File: src/rtl/acrd_map.svh
// Register offsets, field positions, reset values and timing counts.
`ifndef ACRD_MAP_SVH
`define ACRD_MAP_SVH

`define ACRD_ADDR_RATE 8'h5b
`define ACRD_ADDR_BRH 8'h5c
`define ACRD_ADDR_BRL 8'h5d
`define ACRD_ADDR_STAT 8'h5e

`define ACRD_RST_RATE 8'h00
`define ACRD_RST_BRH 8'h00
`define ACRD_RST_BRL 8'h00
`define ACRD_RST_STAT 8'h00

`define ACRD_FS_LSB 4
`define ACRD_ST_HALT 6
`define ACRD_ST_PLL 5
`define ACRD_ST_MISS 4
`define ACRD_ST_AUTO 3
`define ACRD_ST_MCLK 2
`define ACRD_ST_SCLK 1
`define ACRD_ST_FS 0

`define ACRD_CLK_MHZ 100
`define ACRD_MCLK_TMO_NS 1000
`define ACRD_MCLK_TMO_CYC ((`ACRD_MCLK_TMO_NS * `ACRD_CLK_MHZ + 999) / 1000)
`define ACRD_FRAME_TMO_US 250
`define ACRD_FRAME_TMO_CYC (`ACRD_FRAME_TMO_US * `ACRD_CLK_MHZ)

// Core cycles per frame accepted for each rate band at the core rate.
`define ACRD_FS8_MIN 16'h2e81
`define ACRD_FS8_MAX 16'h3366
`define ACRD_FS16_MIN 16'h1740
`define ACRD_FS16_MAX 16'h19b3
`define ACRD_FS48_MIN 16'h07c0
`define ACRD_FS48_MAX 16'h0cda
`define ACRD_FS96_MIN 16'h03e0
`define ACRD_FS96_MAX 16'h04a6
`define ACRD_FS192_MIN 16'h01f0
`define ACRD_FS192_MAX 16'h0253
`define ACRD_FS384_MIN 16'h00f8
`define ACRD_FS384_MAX 16'h0112

`define ACRD_RATIO_LIST {13'h0c00, 13'h0800, 13'h0600, 13'h0480, \
   13'h0400, 13'h0300, 13'h0200, 13'h0180, 13'h0100, 13'h00c0, \
   13'h0080, 13'h0040, 13'h0030, 13'h0020}
`define ACRD_MIN_RATIO_NOPLL 13'h0080
`define ACRD_SCLK_MIN 10'h020
`define ACRD_SCLK_MAX 10'h100

`endif

File: src/rtl/acrd_pkg.sv
// Types shared by the audio clock ratio detector modules.
package acrd_pkg;

   typedef enum logic [2:0] {
      FS_ERR = 3'b000,
      FS_8K = 3'b001,
      FS_16K = 3'b010,
      FS_48K = 3'b011,
      FS_96K = 3'b100,
      FS_192K = 3'b101,
      FS_384K = 3'b110
   } acrd_fs_t;

   typedef enum logic {
      PH_IDLE = 1'b0,
      PH_RUN = 1'b1
   } acrd_ph_t;

   typedef struct packed {
      logic [15:0] cyc;
      logic [9:0] sclk;
      logic [12:0] mclk;
      logic sclk_stable;
      logic frame_ok;
      logic lrclk_lost;
      logic sclk_lost;
      logic mclk_lost;
      logic upd;
   } acrd_meas_t;

   typedef struct packed {
      acrd_fs_t fs;
      logic [3:0] ratio;
      logic [8:0] bitclk;
      logic [6:0] stat;
      logic clk_err;
      logic rsv91;
      logic [6:0] rsv92;
      logic rsv94;
      logic [7:0] rdata;
      logic ack;
   } acrd_st_t;

endpackage : acrd_pkg

File: src/rtl/acrd_meas.sv
// Frame measurement: synchronises the audio clocks and counts per frame.
`timescale 1ns/100ps
`include "acrd_map.svh"
module acrd_meas #(
   parameter logic [15:0] FRAME_TMO_CYC = 16'(`ACRD_FRAME_TMO_CYC)
) (
   input wire logic i_core_clk,
   input wire logic i_rst_n,
   input wire logic i_ce,
   input wire logic i_mclk,
   input wire logic i_sclk,
   input wire logic i_lrclk,
   output acrd_pkg::acrd_meas_t o_meas
);
   import acrd_pkg::*;

   localparam logic [7:0] MCLK_TMO = 8'(`ACRD_MCLK_TMO_CYC);

   typedef struct packed {
      logic [2:0] s1;
      logic [2:0] s2;
      logic [2:0] p;
      acrd_ph_t ph;
      logic [15:0] cyc;
      logic [9:0] sclk;
      logic [12:0] mclk;
      logic [15:0] sidle;
      logic [7:0] midle;
      acrd_meas_t m;
   } acrd_mst_t;

   acrd_mst_t q;
   acrd_mst_t d;
   logic [2:0] rise;

   // Edges are seen on the second stage only, so a clock must stay below
   // half the core rate to be counted exactly.
   assign rise = q.s2 & ~q.p;

   always_comb begin
      d = q;
      d.s1 = {i_lrclk, i_sclk, i_mclk};
      d.s2 = q.s1;
      d.p = q.s2;
      d.m.upd = 1'b0;
      if (rise[0]) begin
         d.midle = 8'h00;
      end else if (q.midle != 8'hff) begin
         d.midle = q.midle + 8'h01;
      end
      d.m.mclk_lost = (q.midle >= MCLK_TMO);
      if (rise[1] | rise[2]) begin
         d.sidle = 16'h0000;
      end else if (q.sidle != 16'hffff) begin
         d.sidle = q.sidle + 16'h0001;
      end
      d.m.sclk_lost = (q.sidle >= FRAME_TMO_CYC);
      case (q.ph)
         PH_IDLE: begin
            if (rise[2]) begin
               d.ph = PH_RUN;
               d.cyc = 16'h0001;
               d.sclk = {9'h000, rise[1]};
               d.mclk = {12'h000, rise[0]};
               d.m.lrclk_lost = 1'b0;
            end
         end
         PH_RUN: begin
            if (rise[2]) begin
               // One frame is rising edge to rising edge of the frame clock.
               d.m.cyc = q.cyc;
               d.m.sclk = q.sclk; // RULE7
               d.m.mclk = q.mclk;
               d.m.sclk_stable = (q.sclk == q.m.sclk);
               d.m.frame_ok = 1'b1;
               d.m.upd = 1'b1;
               d.cyc = 16'h0001;
               d.sclk = {9'h000, rise[1]};
               d.mclk = {12'h000, rise[0]};
            end else if (q.cyc >= FRAME_TMO_CYC) begin
               d.ph = PH_IDLE;
               d.m.frame_ok = 1'b0;
               d.m.lrclk_lost = 1'b1;
            end else begin
               d.cyc = q.cyc + 16'h0001;
               if (rise[1] && q.sclk != 10'h3ff) begin
                  d.sclk = q.sclk + 10'h001;
               end
               if (rise[0] && q.mclk != 13'h1fff) begin
                  d.mclk = q.mclk + 13'h0001;
               end
            end
         end
         default: begin
            d.ph = PH_IDLE;
         end
      endcase
   end

   always_ff @(posedge i_core_clk or negedge i_rst_n) begin
      if (!i_rst_n) begin
         q <= '0;
         q.m.lrclk_lost <= 1'b1;
         q.m.sclk_lost <= 1'b1;
         q.m.mclk_lost <= 1'b1;
      end else if (i_ce) begin
         q <= d;
      end
   end

   assign o_meas = q.m;

endmodule : acrd_meas

File: src/rtl/acrd_top.sv
// Audio clock ratio detector: rate, ratio and clock status registers.
// Notes on behaviour
// [RULE1] Report sample rate as 3-bit code.
// [RULE2] Report master clock ratio, zero when disallowed.
// [RULE3] Valid ratio may still raise clock error.
// [RULE4] Without PLL, low ratios give clock error.
// [RULE5] Source keeps master clock under 50 MHz.
// [RULE6] Bit-clock ratio: MSB alone, low byte next.
// [RULE7] Bit-clock ratio counts bit clocks per frame.
// [RULE8] Ratio unreliable at one bit clock per frame.
// [RULE9] Status flags master halt and PLL unlocked.
// [RULE10] Flags both clocks missing, auto set invalid.
// [RULE11] Flags bit clock unstable or out of range.
// [RULE12] Rate invalid flag, cleared when errors ignored.
// [RULE13] Fields track live clocks; reads have no effect.
`timescale 1ns/100ps
`include "acrd_map.svh"
module acrd_top #(
   parameter logic [15:0] FRAME_TMO_CYC = 16'(`ACRD_FRAME_TMO_CYC)
) (
   input wire logic i_core_clk,
   input wire logic i_rst_n,
   input wire logic i_ce,
   input wire logic i_mclk,
   input wire logic i_sclk,
   input wire logic i_lrclk,
   input wire logic i_pll_en,
   input wire logic i_pll_locked,
   input wire logic i_err_ignore,
   input wire logic i_dac_running,
   input wire logic [7:0] i_reg_addr,
   input wire logic i_reg_rd,
   input wire logic i_reg_wr,
   input wire logic [7:0] i_reg_wdata,
   output logic [7:0] o_reg_rdata,
   output logic o_reg_ack,
   output logic o_clock_error
);
   import acrd_pkg::*;

   localparam logic [13:0][12:0] RATIO_TBL = `ACRD_RATIO_LIST;

   acrd_meas_t meas;
   acrd_st_t q;
   acrd_st_t d;
   logic [13:0] match;
   acrd_fs_t fs_c;
   logic [3:0] ratio_c;
   logic [12:0] ratio_nom;
   logic incompat;
   logic sclk_bad;
   logic [7:0] rd_mux;

   acrd_meas #(
      .FRAME_TMO_CYC(FRAME_TMO_CYC)
   ) u_meas (
      .i_core_clk(i_core_clk),
      .i_rst_n(i_rst_n),
      .i_ce(i_ce),
      .i_mclk(i_mclk),
      .i_sclk(i_sclk),
      .i_lrclk(i_lrclk),
      .o_meas(meas)
   );

   // A band of about three percent absorbs sampling jitter on the count.
   for (genvar g = 0; g < 14; g++) begin : g_ratio
      logic [12:0] lo;
      logic [12:0] hi;
      assign lo = RATIO_TBL[g] - (RATIO_TBL[g] >> 5) - 13'h0001;
      assign hi = RATIO_TBL[g] + (RATIO_TBL[g] >> 5) + 13'h0001;
      assign match[g] = (meas.mclk >= lo) && (meas.mclk <= hi);
   end

   always_comb begin
      fs_c = FS_ERR;
      if (meas.frame_ok) begin // RULE1
         if (meas.cyc >= `ACRD_FS8_MIN && meas.cyc <= `ACRD_FS8_MAX) begin
            fs_c = FS_8K;
         end else if (meas.cyc >= `ACRD_FS16_MIN &&
                      meas.cyc <= `ACRD_FS16_MAX) begin
            fs_c = FS_16K;
         end else if (meas.cyc >= `ACRD_FS48_MIN &&
                      meas.cyc <= `ACRD_FS48_MAX) begin
            fs_c = FS_48K;
         end else if (meas.cyc >= `ACRD_FS96_MIN &&
                      meas.cyc <= `ACRD_FS96_MAX) begin
            fs_c = FS_96K;
         end else if (meas.cyc >= `ACRD_FS192_MIN &&
                      meas.cyc <= `ACRD_FS192_MAX) begin
            fs_c = FS_192K;
         end else if (meas.cyc >= `ACRD_FS384_MIN &&
                      meas.cyc <= `ACRD_FS384_MAX) begin
            fs_c = FS_384K;
         end
      end
   end

   always_comb begin
      ratio_c = 4'h0;
      ratio_nom = 13'h0000;
      if (meas.frame_ok && !meas.mclk_lost) begin // RULE2
         for (int i = 13; i >= 0; i--) begin
            if (match[i]) begin
               ratio_c = 4'(i + 1);
               ratio_nom = RATIO_TBL[i];
            end
         end
      end
   end

   // The master clock above half the core rate is refused outright; the
   // source must keep it under 50 MHz anyway.
   assign incompat = (ratio_c != 4'h0) && (fs_c != FS_ERR) &&
      (({2'b00, meas.mclk, 1'b0} > meas.cyc) || // RULE3 RULE5
       (!i_pll_en && ratio_nom < `ACRD_MIN_RATIO_NOPLL)); // RULE4
   // A single bit clock per frame falls below the range, so its count is
   // never trusted.
   assign sclk_bad = !meas.frame_ok || !meas.sclk_stable || // RULE11
      meas.sclk < `ACRD_SCLK_MIN || meas.sclk > `ACRD_SCLK_MAX; // RULE8

   always_comb begin
      case (i_reg_addr)
         `ACRD_ADDR_RATE: rd_mux = {q.rsv91, q.fs, q.ratio};
         `ACRD_ADDR_BRH: rd_mux = {q.rsv92, q.bitclk[8]}; // RULE6
         `ACRD_ADDR_BRL: rd_mux = q.bitclk[7:0];
         `ACRD_ADDR_STAT: rd_mux = {q.rsv94, q.stat};
         default: rd_mux = 8'h00;
      endcase
   end

   always_comb begin
      d = q;
      d.fs = fs_c; // RULE13
      d.ratio = ratio_c;
      d.bitclk = meas.sclk[9] ? 9'h1ff : meas.sclk[8:0]; // RULE7
      d.stat[`ACRD_ST_HALT] = meas.mclk_lost; // RULE9
      d.stat[`ACRD_ST_PLL] = !i_pll_en || !i_pll_locked;
      d.stat[`ACRD_ST_MISS] = meas.lrclk_lost && meas.sclk_lost; // RULE10
      d.stat[`ACRD_ST_AUTO] = (fs_c == FS_ERR) || (ratio_c == 4'h0) ||
         incompat;
      d.stat[`ACRD_ST_MCLK] = (ratio_c == 4'h0); // RULE11
      d.stat[`ACRD_ST_SCLK] = sclk_bad;
      d.stat[`ACRD_ST_FS] = (fs_c == FS_ERR) &&
         !(i_err_ignore && i_dac_running); // RULE12
      d.clk_err = (fs_c == FS_ERR) || (ratio_c == 4'h0) || incompat ||
         sclk_bad; // RULE3
      d.ack = i_reg_rd || i_reg_wr;
      if (i_reg_rd) begin
         d.rdata = rd_mux; // RULE13
      end
      // Only the reserved bits hold written data; detected fields ignore
      // writes so software cannot disturb them.
      if (i_reg_wr) begin
         case (i_reg_addr)
            `ACRD_ADDR_RATE: d.rsv91 = i_reg_wdata[7];
            `ACRD_ADDR_BRH: d.rsv92 = i_reg_wdata[7:1];
            `ACRD_ADDR_STAT: d.rsv94 = i_reg_wdata[7];
            default: d.rsv91 = q.rsv91;
         endcase
      end
   end

   always_ff @(posedge i_core_clk or negedge i_rst_n) begin
      if (!i_rst_n) begin
         q <= '0;
      end else if (i_ce) begin
         q <= d;
      end
   end

   assign o_reg_rdata = q.rdata;
   assign o_reg_ack = q.ack;
   assign o_clock_error = q.clk_err;

   chk_fs_lost: assert property ( // RULE1
      @(posedge i_core_clk) disable iff (!i_rst_n)
      (i_ce && !meas.frame_ok) |=> (q.fs == FS_ERR))
      else $error("rate code not zero without frames");
   chk_ratio_halt: assert property ( // RULE2
      @(posedge i_core_clk) disable iff (!i_rst_n)
      (i_ce && meas.mclk_lost) |=> (q.ratio == 4'h0))
      else $error("ratio code not zero with master clock halted");
   chk_err_fast: assert property ( // RULE3
      @(posedge i_core_clk) disable iff (!i_rst_n)
      (i_ce && ratio_c != 4'h0 && fs_c != FS_ERR &&
       {2'b00, meas.mclk, 1'b0} > meas.cyc) |=> q.clk_err)
      else $error("too fast master clock not flagged");
   chk_err_nopll: assert property ( // RULE4
      @(posedge i_core_clk) disable iff (!i_rst_n)
      (i_ce && !i_pll_en && ratio_c != 4'h0 && fs_c != FS_ERR &&
       ratio_nom < `ACRD_MIN_RATIO_NOPLL) |=> q.clk_err)
      else $error("low ratio without PLL not flagged");
   chk_msb_read: assert property ( // RULE6
      @(posedge i_core_clk) disable iff (!i_rst_n)
      (i_ce && i_reg_rd && i_reg_addr == `ACRD_ADDR_BRH) |=>
      (o_reg_ack && o_reg_rdata[0] == $past(q.bitclk[8])))
      else $error("bit clock ratio MSB read wrong");
   chk_bitclk_cnt: assert property ( // RULE7
      @(posedge i_core_clk) disable iff (!i_rst_n)
      (i_ce && meas.upd) ##1 i_ce |=>
      (q.bitclk == $past(meas.sclk[8:0], 1) || meas.sclk[9]))
      else $error("bit clock ratio not taken from frame count");
   chk_halt_flag: assert property ( // RULE9
      @(posedge i_core_clk) disable iff (!i_rst_n)
      (i_ce && meas.mclk_lost) |=> q.stat[`ACRD_ST_HALT])
      else $error("master halt flag missing");
   // The flag only follows the lost bits on edges where the enable let
   // the state move; a frozen flag may legally lag behind.
   chk_miss_flag: assert property ( // RULE10
      @(posedge i_core_clk) disable iff (!i_rst_n)
      (q.stat[`ACRD_ST_MISS] && $past(i_ce)) |->
      $past(meas.lrclk_lost && meas.sclk_lost))
      else $error("missing flag without both clocks lost");
   chk_auto_flag: assert property ( // RULE10
      @(posedge i_core_clk) disable iff (!i_rst_n)
      (i_ce && fs_c == FS_ERR) |=> q.stat[`ACRD_ST_AUTO])
      else $error("auto set flag missing without a rate");
   chk_sclk_range: assert property ( // RULE11
      @(posedge i_core_clk) disable iff (!i_rst_n)
      (i_ce && meas.sclk < `ACRD_SCLK_MIN) |=> q.stat[`ACRD_ST_SCLK])
      else $error("short bit clock ratio not flagged");
   chk_fs_flag: assert property ( // RULE12
      @(posedge i_core_clk) disable iff (!i_rst_n)
      (i_ce && i_err_ignore && i_dac_running) |=> !q.stat[`ACRD_ST_FS])
      else $error("rate flag shown while errors ignored");

   cov_fs48: cover property (@(posedge i_core_clk) disable iff (!i_rst_n)
      q.fs == FS_48K && q.ratio == 4'h6);
   cov_err: cover property (@(posedge i_core_clk) disable iff (!i_rst_n)
      $rose(q.clk_err));
   cov_halt: cover property (@(posedge i_core_clk) disable iff (!i_rst_n)
      $rose(q.stat[`ACRD_ST_HALT]));
   cov_read: cover property (@(posedge i_core_clk) disable iff (!i_rst_n)
      i_reg_rd && i_reg_addr == `ACRD_ADDR_STAT);

endmodule : acrd_top

File: config.mk
export PLATFORM = sky130hd
export DESIGN_NAME = acrd_top
export DESIGN_NICKNAME = d
export VERILOG_FILES = /design/src/rtl/acrd_pkg.sv /design/src/rtl/acrd_meas.sv /design/src/rtl/acrd_top.sv
export VERILOG_INCLUDE_DIRS = /design/src /design/src/rtl
export SDC_FILE = /design/constraint.sdc
export NUM_CORES = 1
export LEC_CHECK = 0
export BUFFER_PORTS_ARGS = -buffer_cell sky130_fd_sc_hd__buf_2
export CORE_MARGIN = 4
export CORE_UTILIZATION = 38
export CTS_CLUSTER_SIZE = 28
export DETAILED_ROUTE_END_ITERATION = 6
export HOLD_SLACK_MARGIN = 0.06
export PLACE_DENSITY = 0.56
export SLEW_MARGIN = 5
export SYNTH_ARGS = -nofsm -noshare
export SYNTH_HDL_FRONTEND = slang
export SYNTH_SLANG_ARGS = --single-unit
File: constraint.sdc
create_clock -name i_core_clk -period 3.7 [get_ports i_core_clk]
set_input_delay 0.185 -clock i_core_clk [delete_from_list [all_inputs] [get_ports i_core_clk]]
set_output_delay 0.185 -clock i_core_clk [all_outputs]
set_load 0.01 [all_outputs]
# == After elaboration in Yosys (flattened, before gate mapping) ==
# Index checks and enable logic that the tools add are counted.
# totals
ff_bits,159
inputBits,28
wordCells,217
# op_classes
add_sub_neg,5
order_cmp,47
n_eq_ne,15
muxes,56
bitwise_logic,4
n_reduce_logical,63
# ops
op,count
$mux W13,15
$pmux W40 S2,1
$mux W39,2
$mux W4,15
$mux W40,1
$ge A13 B11 Y1 const B,3
$le A13 B11 Y1 const B,3
$add A16 B1 Y16 const B,2
$eq A8 B7 Y1 const B,4
$ge A16 B15 Y1 const B,2
$mux W16,2
$pmux W8 S4,1
$logic_and A1 B1 Y1,29
$ge A13 B10 Y1 const B,2
$ge A13 B6 Y1 const B,2
$ge A13 B8 Y1 const B,2
$ge A13 B9 Y1 const B,2
$le A13 B10 Y1 const B,2
$le A13 B12 Y1 const B,2
$le A13 B6 Y1 const B,2
$le A13 B8 Y1 const B,2
$le A13 B9 Y1 const B,2
$mux W3,7
$reduce_and A3 Y1,6
other kinds (52),79

# == Longest topological paths before layout ==
# depth
word_depth,23
depth_mapped,11
depth_no_buf,10

# == Hierarchy ==
# From an unflattened synthesis, not the netlist that was laid out.
# hier_totals
hier_cells,1066
area_unflattened_um2,9883.2
# by_module_without_submodules
mod,n_inst,cells_each,area_per_inst_um2,seq_area_each_um2
acrd_meas,1,624,6190.9,2956.6
acrd_top,1,442,3692.3,1051.0

# == Worst setup path after synthesis ==
# No wires, ideal clock.
# synth_timing
path_kind,reg2reg
from,"register u_meas.q, in the netlist u_meas.o_meas[32]"
to,register q[22] in the netlist's numbering
arrival_ns,2.120
t_required_ns,3.559
path_slack_ns,1.439
path_stages_with_launch,11
n_path_buf,1
path_cell_list,dfrtp_1 > buf_2 > inv_1 > ha_1 > a21o_1 > a2111oi_0 > a221oi_1 > a2111oi_0 > a211oi_1 > nor2_1 > a31oi_1
# synth_via
elab_chain_cells,13
# synth_rtl
item,line_no,text
start: declaration,acrd_meas.sv:32,acrd_mst_t q;
$ge A16 B8 Y1 (no line) or $le A16 B9 Y1 (tied branches),--,
$logic_and A1 B1 Y1 (no line),--,
$mux W3,acrd_top.sv:92,end else if (meas.cyc >= `ACRD_FS384_MIN &&
$mux W3,acrd_top.sv:89,end else if (meas.cyc >= `ACRD_FS192_MIN &&
$mux W3,acrd_top.sv:86,end else if (meas.cyc >= `ACRD_FS96_MIN &&
$mux W3,acrd_top.sv:83,end else if (meas.cyc >= `ACRD_FS48_MIN &&
$mux W3,acrd_top.sv:80,end else if (meas.cyc >= `ACRD_FS16_MIN &&
$mux W3,acrd_top.sv:78,if (meas.cyc >= `ACRD_FS8_MIN && meas.cyc <= `ACRD_FS8_MAX) begin
$mux W3,acrd_top.sv:77,if (meas.frame_ok) begin
$reduce_bool A3 Y1,acrd_top.sv:114,assign incompat = (ratio_c != 4'h0) && (fs_c != FS_ERR) &&
$logic_and A1 B1 Y1 (2 in series),acrd_top.sv:114,
$logic_or A1 B1 Y1 *,acrd_top.sv:140,d.stat[`ACRD_ST_AUTO] = (fs_c == FS_ERR) || (ratio_c == 4'h0) ||
end signal: assignment,acrd_top.sv:166,q <= '0;
end signal: assignment,acrd_top.sv:168,q <= d;
end: declaration,acrd_top.sv:44,acrd_st_t q;
# Every way passes the cells marked *; elsewhere a longest branch is shown, timed or not.
# A chain may end at the register's enable or synchronous reset.

# == Worst setup path after layout ==
# layout_timing
from,"register u_meas.q, in the netlist u_meas.o_meas[7]"
to,"register q, in the netlist o_clock_error"
# layout_via
elab_chain_cells,23
# layout_rtl
item,line_no,text
$ge A13 B12 Y1 or $le A13 B12 Y1 (tied branches),acrd_top.sv:72,assign match[g] = (meas.mclk >= lo) && (meas.mclk <= hi);
$logic_and A1 B1 Y1,acrd_top.sv:72,
$mux W12,acrd_top.sv:104,if (match[i]) begin
$mux W13 (13 in series),acrd_top.sv:104,
$mux W13,acrd_top.sv:102,if (meas.frame_ok && !meas.mclk_lost) begin
$lt A13 B8 Y1 (no line),--,
$logic_and A1 B1 Y1 (no line),--,
$logic_or A1 B1 Y1,acrd_top.sv:115,"(({2'b00, meas.mclk, 1'b0} > meas.cyc) ||"
$logic_and A1 B1 Y1,acrd_top.sv:114,
$logic_or A1 B1 Y1 * (2 in series),acrd_top.sv:146,d.clk_err = (fs_c == FS_ERR) || (ratio_c == 4'h0) || incompat ||
# Marks and branches as above.

==> key figures <==
Finish
  • Layout cells sized above 1: 16.21%
  • Final instance area: 10140 um2
  • # diodes: 0
  • Register area: 3983 um2
  • Nets: 1011
  • Area Growth Syn to Fin: 12.35%
  • Fin util: 43.35%
  • Non-Filler Instances: 1294
  • Multi-input gate area: 4609 um2
  • FILL cells: 2359

Route
  • Antenna-violating nets left: 0
  • Wirelength, routed: 20680 um
  • # DRC: 6
  • Drt initial violations: 437
  • Drt wl/cell: 15.98 um
  • Met3 Routed Length: 703 um
  • Wire length on met2: 9524 um
  • Routed metal-1 wire length: 10190 um
  • Via count: 7049
  • First drt pass iteration count: 7
  • Via-per-instance ratio: 5.447
  • Top routing layer used: met4

Placement
  • Placed Instance Area: 9385 um2
  • Hpwl dp: 14400 um
  • # port buffers: 36
  • Placer Congestion: 0.8702
  • Inst Count DP: 1248
  • Pre-CTS setup slack: 1.004 ns

Pwr
  • Power Density: 456.1 nW/um2
  • Peak VDD IR: 0.3252 mV
  • Leak: 4.463 nW

STA
  • Final Hold Viols: 0
  • FMAX: 0.3730 GHz
  • RSZ-0062 raised after global routing: no
  • Final Cycle Share: 72.46%
  • Clk_skew: 0.01609 ns
  • Slew HR: 28.13%
  • Setup TNS: 0 ns
  • Max-slew violations: 0
  • Final setup fails: 0
  • Worst Tran Pin Value: 1.077 ns
  • Final min period: 2.681 ns
  • Worst Slack Setup Final: 1.019 ns

Floorplanning
  • Core Area: 23400 um2
  • Die ar.: 26290 um2
  • DIE HEIGHT: 162.2 um
  • Die Span X: 162.2 um
  • Initial Utilization: 38.59%
  • FP Rows: 56
  • Num ports: 38

CTS
  • CTS Buffer Depth: 2
  • Htree depth: 4
  • Clock-pin slew on the worst setup and hold paths: 0.07 ns
  • CTS tree: yes
  • CTS root buf: clkbuf_16
  • Total CTS buffers: 17
  • Sink Count: 159
  • Clk_lat worst skew: 0.43 ns

Worst setup path
  • CP Capture Type: flop
  • Worst Path Max Fanout: 21
  • Worst Path Buf+Inv: 0
  • Arrival time worst endpoint: 2.97 ns
  • Slowest CP cell: dfrtp_1
  • Cell mode on critical path: a2111oi_0
  • CP Launch Type: flop
  • Slowest stage delay, CP: 0.64 ns
  • Critical path class: reg -> reg
  • CP Cell Sequence: ha_1, a21o_1, a2111oi_0, a221oi_1, a2111oi_0, a211oi_1, nor2_1, a31oi_1
  • Worst path top cell family by delay: compound AO/OA/AOI/OAI gates
  • Worst path required time: 3.99 ns

Logic synthesis
  • Unique masters post-synth: 81
  • Top cell type's share of synthesized area: 43.23%
  • Sequential area share after synthesis: 44.10%
  • EDFF count, synth: 0
  • Synthesis Warnings: 0
  • Leading area contributor after synthesis: dfrtp_1
  • Top cells by count, synth: 156 x dfrtp_1, 106 x nor2_1, 77 x nand2_1, 54 x mux2_2, 40 x a21oi_1
  • Synth Net Count: 995
  • Cell area after synthesis: 9030 um2
  • Top post-synthesis cells by area: dfrtp_1 43%, mux2_2 6.7%, nor2_1 4.4%
  • Main flop type after synthesis: dfrtp_1
  • Avg Cell Area, Syn: 9.545 um2
  • Register bit total from synthesis: 159
  • Top-count cell post-synth: dfrtp_1
  • Post-synthesis async set-or-reset flop share: 100.0%
  • Cell count after synthesis: 946

Global routing
  • First-pass GRT wire length: 35120 um
  • Grt total ovfl: 0
  • Initial antenna violation count: 0
  • Largest net degree at the start of global routing: 100
  • Overall routing resource usage: 16.23%
  • Vias in the first global route: 6827

Flow run
  • Total of max-cap violations: 0

Run status
  • Failing checks: design-rule violations
  • Outcome: finished, violations left

Hold path
  • HP Class: in -> reg
==> layout by cell type, fill, tap and decap left out, types with 5 or more instances in the layout <==
cell / n
and3_1: 13
clkbuf_16: 17
xor2_1: 33
a21o_1: 13
nor3_1: 22
o21ai_1: 6
nand4_1: 18
buf_4: 7
nor2_1: 105
dfrtp_1: 156
nand2_1: 77
nand4b_1: 5
o31ai_1: 9
a21oi_1: 40
mux2_2: 54
nand3_1: 37
nand2b_1: 5
inv_6: 5
buf_2: 35
a31oi_1: 13
a211oi_1: 6
nor2b_1: 14
and2_1: 8
nor4_1: 6
o21ai_0: 38
o21a_1: 5
clkinv_8: 5
xnor2_1: 16
a222oi_1: 8
inv_1: 35
and4_1: 8
o211ai_1: 9
ha_1: 21
or3_1: 16
dlygate4sd3_1: 14
==> layer usage <==
metal	up-vias	GRT usage, %
met2	151	25.67
met5	-	0
met1	3437	23.48
met4	0	4.537
li1	3440	-
met3	21	2.208
==> where the power goes <==
part / leakage, nW / internal (mW) / total (mW) / switching (mW)
logic: 2.05 / 0.311 / 0.690 / 0.379
registers: 2.11 / 1.89 / 2.14 / 0.247
clock network: 0.297 / 0.975 / 1.80 / 0.821
total: 4.46 / 3.18 / 4.63 / 1.45
==> metrics by stage <==
step                      hold WS, ns  total power [mW]
after floorplan               -0.1106             2.622
after global placement         0.3596             2.844
after detailed placement       0.3630             2.857
after CTS                     0.07743             4.678
after global routing           0.1148             4.883
final                         0.08909             4.627
==> cells by family (layout without fill, tap and decap cells) <==
| group | count (synthesis) | in the layout | share of synthesized area, % |
|---|---|---|---|
| mux | 55 | 55 | 6.845 |
| xor+xnor | 49 | 49 | 4.753 |
| compound gates | 196 | 196 | 15.24 |
| buf+inv | 97 | 126 | 4.933 |
| simple gates | 369 | 369 | 21.21 |
| flops | 159 | 159 | 44.10 |
| fa+ha+maj | 21 | 21 | 2.910 |
==> final timing paths <==
kind / start / end / slack (ns) / cells past startpoint
max in group asynchronous: i_rst_n / u_meas.q[47] / 2.48 / 3
setup / recovery: u_meas.o_meas[7] / o_clock_error / 1.02 / 8
min in group asynchronous: i_rst_n / q[28] / 0.39 / 2
hold / removal: i_reg_wr / o_reg_ack / 0.09 / 3
setup reg to reg: u_meas.o_meas[7] / o_clock_error / 1.02 / 8
hold reg to reg: u_meas.o_meas[3] / u_meas.o_meas[3] / 0.47 / 2
==> registers in the layout, indices dropped and copies added, names as in the netlist <==
register       count
o_reg_rdata        8
u_meas.d           6
o_reg_ack          1
o_clock_error      1
u_meas.o_meas     44
u_meas.q          67
q                 32
==> cell type report <==
type                       instances  share of cell area (%)
clock buffer                      17                   4.193
sequential                       159                   39.26
multi-input combinational        690                   45.44
tap                              319                   3.934
timing repair buffer              58                   3.934
clock inverter                    15                   1.912
inverter                          36                   1.332
==> worst min-delay path, delay by kind of cell <==
family / cells / cell delay [ns]
buffers and inverters: 1 / 0.13
and+or+nand+nor: 1 / 0.08
AOI/OAI and AO/OA: 1 / 0.07
==> what timing repair did <==
action                    CTS  global route
hold endpoints to repair  109             0
buffers inserted            0             0
hold buffers               14             0
gates resized for setup     0             0
(Power assumes the default switching activity.)
